`config.mk`:
```
export PLATFORM = sky130hd
export DESIGN_NAME = uers_rx
export DESIGN_NICKNAME = d
export VERILOG_FILES = /design/src/verilog/uers_pkg.sv /design/src/verilog/uers_fifo.sv /design/src/verilog/uers_rx.sv
export VERILOG_INCLUDE_DIRS = /design/src /design/src/verilog
export SDC_FILE = /design/constraint.sdc
export NUM_CORES = 1
export LEC_CHECK = 0
export BUFFER_PORTS_ARGS = -buffer_cell sky130_fd_sc_hd__buf_2
export CAP_MARGIN = 10
export CORE_MARGIN = 3
export CORE_UTILIZATION = 41
export CTS_CLUSTER_DIAMETER = 60
export DETAILED_ROUTE_END_ITERATION = 12
export PLACE_DENSITY_LB_ADDON = 0.2
export SETUP_SLACK_MARGIN = 0.15
export SLEW_MARGIN = 15
export SYNTH_ARGS = -nofsm -noshare
export SYNTH_HDL_FRONTEND = slang
export SYNTH_SLANG_ARGS = --single-unit
export TNS_END_PERCENT = 10
```
`constraint.sdc`:
```
create_clock -name mclk -period 1.9 [get_ports mclk]
set_input_delay 0.19 -clock mclk [delete_from_list [all_inputs] [get_ports mclk]]
set_output_delay 0.19 -clock mclk [all_outputs]
set_load 0.01 [all_outputs]
```
`src/verilog/uers_regs.svh`:
```
`ifndef UERS_REGS_SVH
`define UERS_REGS_SVH
// Field positions inside the mode word.
`define UERS_MODE_STOP_BIT 0
`define UERS_MODE_PDSEL_LO 1
`define UERS_MODE_PDSEL_HI 2
// Data/parity select encodings.
`define UERS_PD_8N 2'h0
`define UERS_PD_8E 2'h1
`define UERS_PD_8O 2'h2
`define UERS_PD_9N 2'h3
// Timing counts.
`define UERS_OVERSAMPLE 16
`define UERS_MID_SAMPLE 7
`define UERS_BREAK_BITS 13
// Reset values.
`define UERS_RST_DIV 16'h0000
`endif

```
`src/verilog/uers_pkg.sv`:
```
package uers_pkg;
   // One receive FIFO entry: data with its stored error bits.
   typedef struct packed {
      logic [8:0] data;
      logic framingErr;
      logic parityErr;
   } uers_entry_t;
   // Receiver mode configuration.
   typedef struct packed {
      logic [1:0] dataParitySelect;
      logic stopCountSelect;
   } uers_mode_t;
endpackage : uers_pkg

```
`src/verilog/uers_fifo.sv`:
```
`timescale 1ns/1ps
`default_nettype none
module uers_fifo
   import uers_pkg::*;
#(
   parameter int DEPTH = 4,
   parameter int AW = 2
) (
   input wire logic mclk, // Clock.
   input wire logic rst, // Synchronous reset.
   input wire logic wrEn, // Push strobe.
   input var uers_entry_t wrData, // Entry to push.
   input wire logic rdEn, // Pop strobe.
   output uers_entry_t headData, // Entry at the head.
   output logic notEmpty, // Any entry held.
   output logic full // No room left.
);
   uers_entry_t mem [DEPTH];
   logic [AW-1:0] wrPtr_q;
   logic [AW-1:0] rdPtr_q;
   logic [AW:0] count_q;
   logic doWr;
   logic doRd;

   // Accept pushes only while there is room; pops only while data exists.
   assign doWr = wrEn && !full;
   assign doRd = rdEn && notEmpty;
   assign notEmpty = (count_q != '0);
   assign full = (count_q == (AW+1)'(DEPTH));
   assign headData = mem[rdPtr_q];

   // Storage array write.
   always_ff @(posedge mclk) begin
      if (doWr) begin
         mem[wrPtr_q] <= wrData;
      end
   end

   // Pointers and occupancy.
   always_ff @(posedge mclk) begin
      if (rst) begin
         wrPtr_q <= '0;
         rdPtr_q <= '0;
         count_q <= '0;
      end else begin
         if (doWr) wrPtr_q <= wrPtr_q + 1'b1;
         if (doRd) rdPtr_q <= rdPtr_q + 1'b1;
         if (doWr && !doRd) count_q <= count_q + 1'b1;
         else if (doRd && !doWr) count_q <= count_q - 1'b1;
      end
   end
endmodule : uers_fifo
`default_nettype wire

```
`src/verilog/uers_rx.sv`:
```
`timescale 1ns/1ps
`default_nettype none
`include "uers_regs.svh"
////////////////////////////////////////////////////////////////////////////////
// Overview of operation
// Low stop bit sets framing error.
// Two stop bits: either low flags error.
// Framing error read-only, buffered, cleared by reset.
// Parity error only when parity enabled.
// Parity error read-only, buffered, reset cleared.
// Idle reads 0 from start to stop.
// Idle reads 1 between stop and start.
// Bit count set by mode fields.
// Long break ends character, flags, loads zeros.
// After break, wait for high line.
// Break stored as zeros with framing error.
// No reception until high stop level.
// Idle high while still awaiting stop level.
// Flags show head entry's error bits.
module uers_rx
   import uers_pkg::*;
#(
   parameter int FIFO_DEPTH = 4,
   parameter int FIFO_AW = 2
) (
   input wire logic mclk, // 125 MHz clock.
   input wire logic rst, // Synchronous reset, active high.
   input wire logic rxLine, // Serial receive line.
   input wire logic [15:0] baudDivisor, // Oversample divisor minus one.
   input var uers_mode_t serialMode, // Data/parity and stop count select.
   input wire logic rxPop, // Software read of the head word.
   output logic [8:0] rxData, // Head word data.
   output logic rxDataAvailable, // FIFO holds a word.
   output logic framingErrorFlag, // Head word framing error.
   output logic parityErrorFlag, // Head word parity error.
   output logic receiverIdleFlag, // Receiver idle.
   output logic rxOverrun // Word lost to a full FIFO.
);
   typedef enum logic [5:0] {
      S_IDLE = 6'b000001,
      S_START = 6'b000010,
      S_DATA = 6'b000100,
      S_PAR = 6'b001000,
      S_STOP = 6'b010000,
      S_WAITHI = 6'b100000
   } uers_state_t;

   uers_state_t state_q;
   logic [15:0] divCnt_q;
   logic tick;
   logic [3:0] subCnt_q;
   logic [3:0] bitCnt_q;
   logic [8:0] shift_q;
   logic parBit_q;
   logic frameErr_q;
   logic stopIdx_q;
   logic allZero_q;
   logic sampleNow;
   logic bitEnd;
   logic [3:0] dataBits;
   logic parityOn;
   logic evenSel;
   logic parityBad;
   logic pushEn;
   uers_entry_t pushEntry;
   uers_entry_t head;
   logic notEmpty;
   logic fifoFull;
   logic [4:0] lowBits_q;
   // Checking aids for the character length.
   logic [3:0] charBits_q;
   logic [3:0] charBitsWant;

   ////////////////////////////////////////////////////////////////////////////
   // Character shape decoded from the mode fields.
   // Nine-bit mode has no parity; the parity modes carry eight data bits.
   assign dataBits = (serialMode.dataParitySelect == `UERS_PD_9N) ? 4'h9 : 4'h8;
   assign parityOn = (serialMode.dataParitySelect == `UERS_PD_8E) ||
                     (serialMode.dataParitySelect == `UERS_PD_8O);
   assign evenSel = (serialMode.dataParitySelect == `UERS_PD_8E);
   // Even parity: total ones with parity bit is even.
   // Eight data bits sit in the upper bits of the shift register once all are in.
   assign parityBad = parityOn && ((^shift_q[8:1] ^ parBit_q) != !evenSel);
   assign sampleNow = tick && (subCnt_q == 4'(`UERS_MID_SAMPLE));
   assign bitEnd = tick && (subCnt_q == 4'(`UERS_OVERSAMPLE - 1));

   ////////////////////////////////////////////////////////////////////////////
   // Oversample divider: one-cycle enable at sixteen times the bit rate.
   // A divisor of zero gives a tick on every clock.
   always_ff @(posedge mclk) begin
      if (rst) begin
         divCnt_q <= `UERS_RST_DIV;
         tick <= 1'b0;
      end else if (divCnt_q >= baudDivisor) begin
         divCnt_q <= 16'h0000;
         tick <= 1'b1;
      end else begin
         divCnt_q <= divCnt_q + 16'h0001;
         tick <= 1'b0;
      end
   end

   // Receive sequencer.
   // A start is taken on a tick with the line low; a high line at mid start drops it.
   always_ff @(posedge mclk) begin
      if (rst) begin
         state_q <= S_IDLE;
         subCnt_q <= 4'h0;
         bitCnt_q <= 4'h0;
         shift_q <= 9'h000;
         parBit_q <= 1'b0;
         frameErr_q <= 1'b0;
         stopIdx_q <= 1'b0;
         allZero_q <= 1'b1;
         pushEn <= 1'b0;
         pushEntry <= '0;
      end else begin
         pushEn <= 1'b0;
         if (tick) subCnt_q <= subCnt_q + 4'h1;
         case (state_q)
            S_IDLE: begin
               subCnt_q <= 4'h0;
               if (tick && !rxLine) begin
                  state_q <= S_START;
                  subCnt_q <= 4'h1;
               end
            end
            S_START: begin
               if (sampleNow && rxLine) state_q <= S_IDLE;
               if (bitEnd) begin
                  state_q <= S_DATA;
                  bitCnt_q <= 4'h0;
                  frameErr_q <= 1'b0;
                  stopIdx_q <= 1'b0;
                  allZero_q <= 1'b1;
               end
            end
            S_DATA: begin
               if (sampleNow) begin
                  shift_q <= {rxLine, shift_q[8:1]};
                  if (rxLine) allZero_q <= 1'b0;
               end
               if (bitEnd) begin
                  bitCnt_q <= bitCnt_q + 4'h1;
                  if (bitCnt_q == dataBits - 4'h1) begin
                     state_q <= parityOn ? S_PAR : S_STOP;
                  end
               end
            end
            S_PAR: begin
               if (sampleNow) begin
                  parBit_q <= rxLine;
                  if (rxLine) allZero_q <= 1'b0;
               end
               if (bitEnd) state_q <= S_STOP;
            end
            S_STOP: begin
               if (sampleNow && !rxLine) frameErr_q <= 1'b1;
               if (bitEnd) begin
                  if (serialMode.stopCountSelect && !stopIdx_q) begin
                     stopIdx_q <= 1'b1;
                  end else begin
                     pushEn <= 1'b1;
                     pushEntry.data <= (dataBits == 4'h9) ? shift_q : {1'b0, shift_q[8:1]};
                     pushEntry.framingErr <= frameErr_q;
                     pushEntry.parityErr <= parityBad && !frameErr_q;
                     // A character that ends low with all bits zero is a break.
                     if (frameErr_q && allZero_q) begin
                        pushEntry.data <= 9'h000;
                        pushEntry.parityErr <= 1'b0;
                     end
                     state_q <= frameErr_q ? S_WAITHI : S_IDLE;
                  end
               end
            end
            S_WAITHI: begin
               // The bit-time counter runs on here so a long low keeps being measured.
               if (tick && rxLine) state_q <= S_IDLE;
            end
            default: state_q <= S_IDLE;
         endcase
      end
   end

   // Low-line duration in bit times, for observing long breaks.
   // It saturates, so a line held low for ever cannot wrap back to a short count.
   always_ff @(posedge mclk) begin
      if (rst || rxLine) lowBits_q <= 5'h00;
      else if (bitEnd && lowBits_q != 5'h1F) lowBits_q <= lowBits_q + 5'h01;
   end

   // Bit times since the start bit, counted apart from the sequencer's data counter
   // so that a character of the wrong length shows at the push. Idle clears it.
   assign charBitsWant = 4'h2 + dataBits + {3'h0, parityOn} +
                         {3'h0, serialMode.stopCountSelect};
   always_ff @(posedge mclk) begin
      if (rst || state_q == S_IDLE) charBits_q <= 4'h0;
      else if (bitEnd && charBits_q != 4'hF) charBits_q <= charBits_q + 4'h1;
   end

   ////////////////////////////////////////////////////////////////////////////
   // Receive buffer holding data with its error bits.
   // A push into a full buffer drops the word and sets the sticky overrun flag.
   // Pops on an empty buffer are ignored inside the buffer itself.
   uers_fifo #(.DEPTH(FIFO_DEPTH), .AW(FIFO_AW)) u_fifo (
      .mclk(mclk),
      .rst(rst),
      .wrEn(pushEn),
      .wrData(pushEntry),
      .rdEn(rxPop),
      .headData(head),
      .notEmpty(notEmpty),
      .full(fifoFull)
   );

   // Registered status outputs reflecting the head entry.
   // Both error flags come from the same entry as the data, so they always travel together.
   always_ff @(posedge mclk) begin
      if (rst) begin
         rxData <= 9'h000;
         rxDataAvailable <= 1'b0;
         framingErrorFlag <= 1'b0;
         parityErrorFlag <= 1'b0;
         rxOverrun <= 1'b0;
      end else begin
         rxData <= notEmpty ? head.data : 9'h000;
         rxDataAvailable <= notEmpty;
         framingErrorFlag <= notEmpty && head.framingErr;
         parityErrorFlag <= notEmpty && head.parityErr;
         if (pushEn && fifoFull) rxOverrun <= 1'b1;
      end
   end

   // Idle is low only while a character is in progress; waiting state counts as idle.
   // It is registered so that the output comes straight from a flip-flop.
   always_ff @(posedge mclk) begin
      if (rst) receiverIdleFlag <= 1'b1;
      else receiverIdleFlag <= (state_q == S_IDLE) || (state_q == S_WAITHI);
   end

   ////////////////////////////////////////////////////////////////////////////
   // Idle flag follows the sequencer one cycle later.
   // The checks below watch what this module drives and its rxLine and serialMode inputs.
   AST_IDLE_LOW: assert property (@(posedge mclk) disable iff (rst)
      (state_q == S_DATA) |=> !receiverIdleFlag) else $error("Idle high mid-character.");
   AST_IDLE_START: assert property (@(posedge mclk) disable iff (rst)
      (state_q == S_START) |=> !receiverIdleFlag) else $error("Idle high in start bit.");
   AST_IDLE_HIGH: assert property (@(posedge mclk) disable iff (rst)
      (state_q == S_IDLE) |=> receiverIdleFlag) else $error("Idle low while idle.");
   AST_WAIT_IDLE: assert property (@(posedge mclk) disable iff (rst)
      (state_q == S_WAITHI) |=> receiverIdleFlag) else $error("Idle low after break.");

   // After a break the low line must not start a character, and nothing is stored.
   AST_NO_START_IN_WAIT: assert property (@(posedge mclk) disable iff (rst)
      (state_q == S_WAITHI && !rxLine) |=> state_q == S_WAITHI)
      else $error("Left break wait while line low.");
   AST_WAIT_EXIT: assert property (@(posedge mclk) disable iff (rst)
      (state_q == S_WAITHI) |=> (state_q == S_WAITHI || state_q == S_IDLE))
      else $error("Reception resumed without stop level.");
   AST_NO_PUSH_IN_WAIT: assert property (@(posedge mclk) disable iff (rst)
      (state_q == S_WAITHI && $past(state_q == S_WAITHI)) |-> !pushEn)
      else $error("Word stored while waiting for stop level.");
   AST_LONG_BREAK: assert property (@(posedge mclk) disable iff (rst)
      (lowBits_q > 5'(`UERS_BREAK_BITS)) |-> (state_q == S_WAITHI && receiverIdleFlag))
      else $error("Long low line not ended as a break.");

   // Stored entries carry the right error bits and the right character length.
   AST_FE_STORED: assert property (@(posedge mclk) disable iff (rst)
      (state_q == S_STOP && bitEnd && frameErr_q && !(serialMode.stopCountSelect && !stopIdx_q))
      |=> pushEn && pushEntry.framingErr) else $error("Framing error not stored.");
   AST_LOW_STOP: assert property (@(posedge mclk) disable iff (rst)
      (state_q == S_STOP && sampleNow && !rxLine) |=> frameErr_q)
      else $error("Low stop not flagged.");
   AST_BREAK_ZERO: assert property (@(posedge mclk) disable iff (rst)
      (pushEn && pushEntry.framingErr && allZero_q) |-> pushEntry.data == 9'h000)
      else $error("Break not stored as zero.");
   AST_NOPAR: assert property (@(posedge mclk) disable iff (rst)
      (pushEn && !$past(parityOn)) |-> !pushEntry.parityErr)
      else $error("Parity error without parity mode.");
   AST_PAR_MATCH: assert property (@(posedge mclk) disable iff (rst)
      (pushEn && !pushEntry.framingErr && $past(parityOn))
      |-> pushEntry.parityErr == ((^pushEntry.data[7:0] ^ parBit_q) != $past(!evenSel)))
      else $error("Parity error does not match the stored word.");
   AST_CHAR_LEN: assert property (@(posedge mclk) disable iff (rst)
      pushEn |-> charBits_q == charBitsWant) else $error("Wrong character length.");

   // Status outputs mirror the head of the buffer and clear with it.
   AST_HEAD_FLAGS: assert property (@(posedge mclk) disable iff (rst)
      notEmpty |=> framingErrorFlag == $past(head.framingErr))
      else $error("Status not from head entry.");
   AST_RESET_CLR: assert property (@(posedge mclk) rst |=> !framingErrorFlag && !parityErrorFlag)
      else $error("Flags not cleared by reset.");
   AST_EMPTY_CLR: assert property (@(posedge mclk) disable iff (rst)
      !notEmpty |=> !parityErrorFlag) else $error("Parity flag without data.");
   AST_AVAIL: assert property (@(posedge mclk) disable iff (rst)
      notEmpty |=> rxDataAvailable) else $error("Stored word not shown as available.");

   // Main scenarios worth seeing at least once.
   COV_BREAK: cover property (@(posedge mclk) disable iff (rst) state_q == S_WAITHI);
   COV_LONG_LOW: cover property (@(posedge mclk) disable iff (rst)
      lowBits_q > 5'(`UERS_BREAK_BITS));
   COV_PARERR: cover property (@(posedge mclk) disable iff (rst) pushEn && pushEntry.parityErr);
   COV_TWO_STOP: cover property (@(posedge mclk) disable iff (rst) stopIdx_q && pushEn);
   COV_NINE_TWO: cover property (@(posedge mclk) disable iff (rst)
      pushEn && charBits_q == 4'hC);
endmodule : uers_rx
`default_nettype wire
```
Word-level counts from Yosys, hierarchy flattened --
Memory sizes are Yosys's and may differ from the RTL's. A register that Yosys moved wholly into a read port is not among the register bits. Index checks and enable logic that the tools add are counted.
Operators by class: reductions and logical operators 45, mux-type cells 40, order comparisons 1, $add $sub $neg 8, bitwise gates (word level) 5, eq/ne operators 28
Operators with widths (number):
- $mux W6 | 10
- $pmux W6 S6 | 1
- $ne A2 B2 Y1 const B | 10
- $mux W9 | 2
- $logic_and A1 B1 Y1 | 17
- $add A16 B1 Y16 const B | 1
- $ge A16 B16 Y1 | 1
- $mux W4 | 4
- $mux W1 | 14
- $reduce_bool A2 Y1 | 5
- $reduce_and A3 Y1 | 3
- $add A4 B1 Y4 const B | 2
- $eq A4 B4 Y1 const B | 2
- $pmux W4 S2 | 1
- $reduce_and A4 Y1 | 2
- $reduce_and A8 Y1 | 1
- $reduce_xor A8 Y1 | 1
- $logic_not A1 Y1 | 7
- $eq A6 B1 Y1 const B | 1
- $eq A6 B2 Y1 const B | 1
- $eq A6 B3 Y1 const B | 1
- $eq A6 B4 Y1 const B | 1
- $eq A6 B5 Y1 const B | 1
- $eq A6 B6 Y1 const B | 1
- other kinds (23) | 37
Storage, ports and cells: input bits 23, output and inout bits 14, register bits after elaboration 77, memories kept 1, RAM bits 44
Memory list:
- u_fifo.mem | words 4, bits a word 11, rd ports 1, clocked after Yosys merged registers in 1, write ports 1, line uers_fifo.sv:18 | uers_entry_t mem [DEPTH];

Depth between registers and ports, before layout --
depth in word-level cells 7, mapped depth 10, depth with buffers taken out 8

Hierarchy --
A second synthesis with hierarchy kept.
Second synthesis, totals: cells, all modules 498, area total of the unflattened synthesis 5587.9 um^2
By module, submodules not included:
- uers_rx | seq. area each 1401.3 um^2, area each 3530.9 um^2, times used 1, cells an instance 393
- uers_fifo | seq. area each 1501.4 um^2, area each 2057.0 um^2, times used 1, cells an instance 105

Worst setup path after synthesis --
OpenSTA, ideal clock, no wires.
kind reg2reg, start point reg u_fifo.count_q[0], end point reg u_fifo.count_q[2], setup time 0.070 ns, clock period less this slack 2.115 ns, arrival 2.045 ns, buffers on the path 0, stages on the path, launching flop included 9, setup slack -0.215 ns, path through dfxtp_1 > nor2_1 > a21boi_1 > ha_1 > inv_1 > fa_1 > xor2_1 > or3_1 > a21oi_1
Between the ends: cells in the longest elaborated chain, start to end 6
RTL lines:
- start: declaration | line uers_fifo.sv:21 | logic [AW:0] count_q;
- start signal: assignment | line uers_fifo.sv:48 | if (doWr && !doRd) count_q <= count_q + 1'b1;
- start signal: assignment | line uers_fifo.sv:49 | else if (doRd && !doWr) count_q <= count_q - 1'b1;
- $eq A3 B3 Y1 * | line uers_fifo.sv:29 | assign full = (count_q == (AW+1)'(DEPTH));
- $logic_not A1 Y1 * | line uers_fifo.sv:26 | assign doWr = wrEn && !full;
- $logic_and A1 B1 Y1 * | line uers_fifo.sv:26
- via u_fifo.doWr | line uers_fifo.sv:22 | logic doWr;
- $logic_not A1 Y1 | line uers_fifo.sv:49
- $logic_and A1 B1 Y1 | line uers_fifo.sv:49
- $reduce_bool A2 Y1 (no line)
The timed path passes the listed nets; every way through them passes the cells marked *. The select of a mux whose other input is x is not followed. A chain may end at the register's enable or synchronous reset.

Final worst setup path --
Ends and elaborated chain as after synthesis.

==> impl_results.md <==
* CTS Sinks at about 120
* WP data arrival at approximately 2.3 ns
* Pre-antenna DRT Iters at 4
* CP required at 2.23 ns
* Sequential area share after synthesis at a little over half
* Commonest cells in the netlist: dfxtp_1 (79), nor2_1 (52), edfxtp_1 (44)
* Die Height at 121 um
* CP max stage delay at between 0.3 and 0.4 ns
* Worst-margin pin slew at approximately 0.57 ns
* Clock Latency Late Sink at about 0.40 ns
* Area of the multi-input gates at around 2600 sq um
* Final wirelength at between 10000 and 15000 um
* CTS H-Tree Depth at 4
* Avg Inst Size Synth at approximately 11 sq um
* Leading area contributor after synthesis: dfxtp_1
* Max_slew headroom at just over 60%
* Remaining DRCs at 0
* # nets final at 650
* Number of synthesized flops with an enable pin at 44
* Max Slew Vio Count at 0
* Utilization after layout at a little under three fifths
* Initial antenna violation count at 0
* Clk_skew at 0.00934 ns
* FP Rows at 41
* GPL Wtd Cong at 0.778
* Initial Utilization at between 40% and 50%
* Final Critical Period at ~2 ns
* Failing checks: setup timing
* Largest net degree at the start of global routing at 29
* Die extent in x at approximately 120 um
* #FFs+latches synth at roughly 120
* Setup WS pre-CTS at -0.150 ns
* Via count at about 4000
* Final instance area at between 7000 and 8000 sq um
* CP Max Fanout at 2
* CTS clk-pin slew, worst paths at roughly 0.050 ns
* Syn nets at 551
* Critical path type: register to register
* Grt total ovfl at 0
* Outcome: finished, violations left
* Synth Flop Type: dfxtp_1
* I/O Pins at 37
* GRT Overall Usage at about 16%
* Synth-to-Final Area Change at 30.1%
* Peak supply drop at around 0.44 mV
* Initial DRC Count at roughly 310
* Final number of setup-violating endpoints at 20
* CTS Hold Bufs at 0
* Drt via density at between 5 and 6
* Critical Path Sink Type: register
* Post-synth top area share at between 20% and 30%
* Synth area leaders: dfxtp_1 (29%), edfxtp_1 (24%), ha_1 (6.0%)
* RSZ-0062 raised after global routing: yes
* Final WS setup at -0.0957 ns
* CP Launch Type: register
* Final Hold Vio Count at 0
* TritonCTS clock tree: done
* Most numerous cell in the Yosys netlist: dfxtp_1
* TritonCTS Buffers at 17
* FILL cells at ~1100
* Fraction of registers with async set or reset after synthesis at 0%
* Vias in the first global route at between 3000 and 4000
* Fin cells at 785
* # diodes at 0
* Synthesized area at about 5400 sq um
* Critical Path, Cell by Cell: buf_4, nor2_2, a21boi_2, ha_2, inv_1, fa_2, xor2_1, or3_4, a21oi_2
* Worst hold path class: primary input to register
* Antenna Nets Post-Route at 0
* DP Area at 6270 sq um
* Core Area at ~13000 sq um
* Max-Cap Viols at 0
* Power Density at 987 nW/um^2
* CP max stage cell: or3_4
* Min Hold Slack at ~0.11 ns
* Final period util at 105%
* Synthesized instance count at about 500
* Die ar. at roughly 15000 sq um
* Yosys cell types at 53
* Placed instance count at between 700 and 800
* Share of layout cells above drive strength 1 at a little under a third
* WL/cell at 13.7 um
* Register Area at roughly 3000 sq um
* IO Port Bufs at 36
* First-pass GRT wire length at 18000 um
* Leak Pwr at between 2 and 3 nW
* CTS max path bufs at 2
* Clk root buf: clkbuf_16
* Fmax at 501 MHz
* DP Wirelength at between 7000 and 8000 um
* Synth warn at 0
kinds of logic after synthesis:
logic type                 count (synthesis)  synth area share [%]
and+or+nand+nor                          175                  16.2
AOI/OAI and AO/OA                         71                  8.06
DFF                                      123                  53.3
buffers and inverters                     49                  4.02
adders and majority gates                 27                  6.34
muxes                                     23                  6.75
xor gates and xnor gates                  33                  5.31
power breakdown:
part,switching (mW),internal (mW),leakage [nW]
clock,1.11,2.02,0.292
sequential,0.0719,2.84,0.953
combinational,0.465,0.484,1.49
total,1.65,5.35,2.73
stage by stage:
step	total power, mW	setup TNS, ns
final	6.99	-0.609
after global routing	7.32	-2.50
after CTS	7.01	-0.352
after detailed placement	3.81	-1.63
after global placement	3.79	-0.653
after floorplan	3.48	-0.291
final timing paths:
check / slack, ns / depth (start not counted) / startpoint / to
worst max register to register: -0.1 / 9 / u_fifo.count_q[0] / u_fifo.count_q[2]
worst max-delay path: -0.1 / 9 / u_fifo.count_q[0] / u_fifo.count_q[2]
worst min-delay path: 0.11 / 3 / serialMode[0] / stopIdx_q
worst min register to register: 0.46 / 2 / shift_q[0] / shift_q[0]
cell type report:
| class | instances | share of cell area (%) |
|---|---|---|
| clock buffer | 24 | 7.24 |
| tap | 172 | 3.04 |
| inverter | 25 | 1.32 |
| multi-input combinational | 329 | 36.0 |
| clock inverter | 8 | 1.15 |
| timing repair buffer | 104 | 10.1 |
| sequential | 123 | 41.2 |
registers in the layout (all words and copies together) (netlist names), 2 cells and up, named ones only:
| register | count |
|---|---|
| u_fifo.mem | 44 |
| u_fifo.rdPtr_q | 2 |
| rxData | 9 |
| u_fifo.wrPtr_q | 2 |
| shift_q | 9 |
| u_fifo.count_q | 3 |
| bitCnt_q | 4 |
| state_q | 6 |
| pushEntry | 11 |
| divCnt_q | 16 |
| subCnt_q | 4 |
worst max-delay path, delay by kind of cell (launching register included):
family                   cells  cell delay (ns)
adder cells (fa/ha/maj)      2             0.53
flip-flops                   1             0.36
XOR/XNOR                     1             0.15
buffers and inverters        2             0.17
AO/OA/AOI/OAI                2             0.30
AND/OR/NAND/NOR              2             0.41
per-layer routing:
metal	GRT usage, %	share of wire (%)	vias to the layer above
li1	-	-	1979
met1	20.3	47	1874
met2	24.7	48	64
met3	4.71	3.9	15
met4	5.18	1.2	0
met5	0	0	-
cell usage in the layout, fill, tap and decap left out, types with 16 or more instances in the layout:
cell type | netlist | layout
ha_1 | 26 | 18
nand3_1 | 21 | 20
xnor2_1 | 16 | 16
dfxtp_1 | 79 | 71
nand2_1 | 23 | 22
inv_1 | 25 | 24
buf_4 | 3 | 64
nor2_1 | 52 | 50
edfxtp_1 | 44 | 44
clkbuf_16 | 0 | 18
xor2_1 | 17 | 17
buf_2 | 7 | 36
a21oi_1 | 34 | 32
timing repair:
| action | CTS | global route |
|---|---|---|
| buffers inserted | 2 | 3 |
| gates resized for setup | 18 | 20 |
| pin swaps | 10 | 9 |
| endpoints found under the setup margin | 39 | 49 |
(Power assumes the default switching activity.)
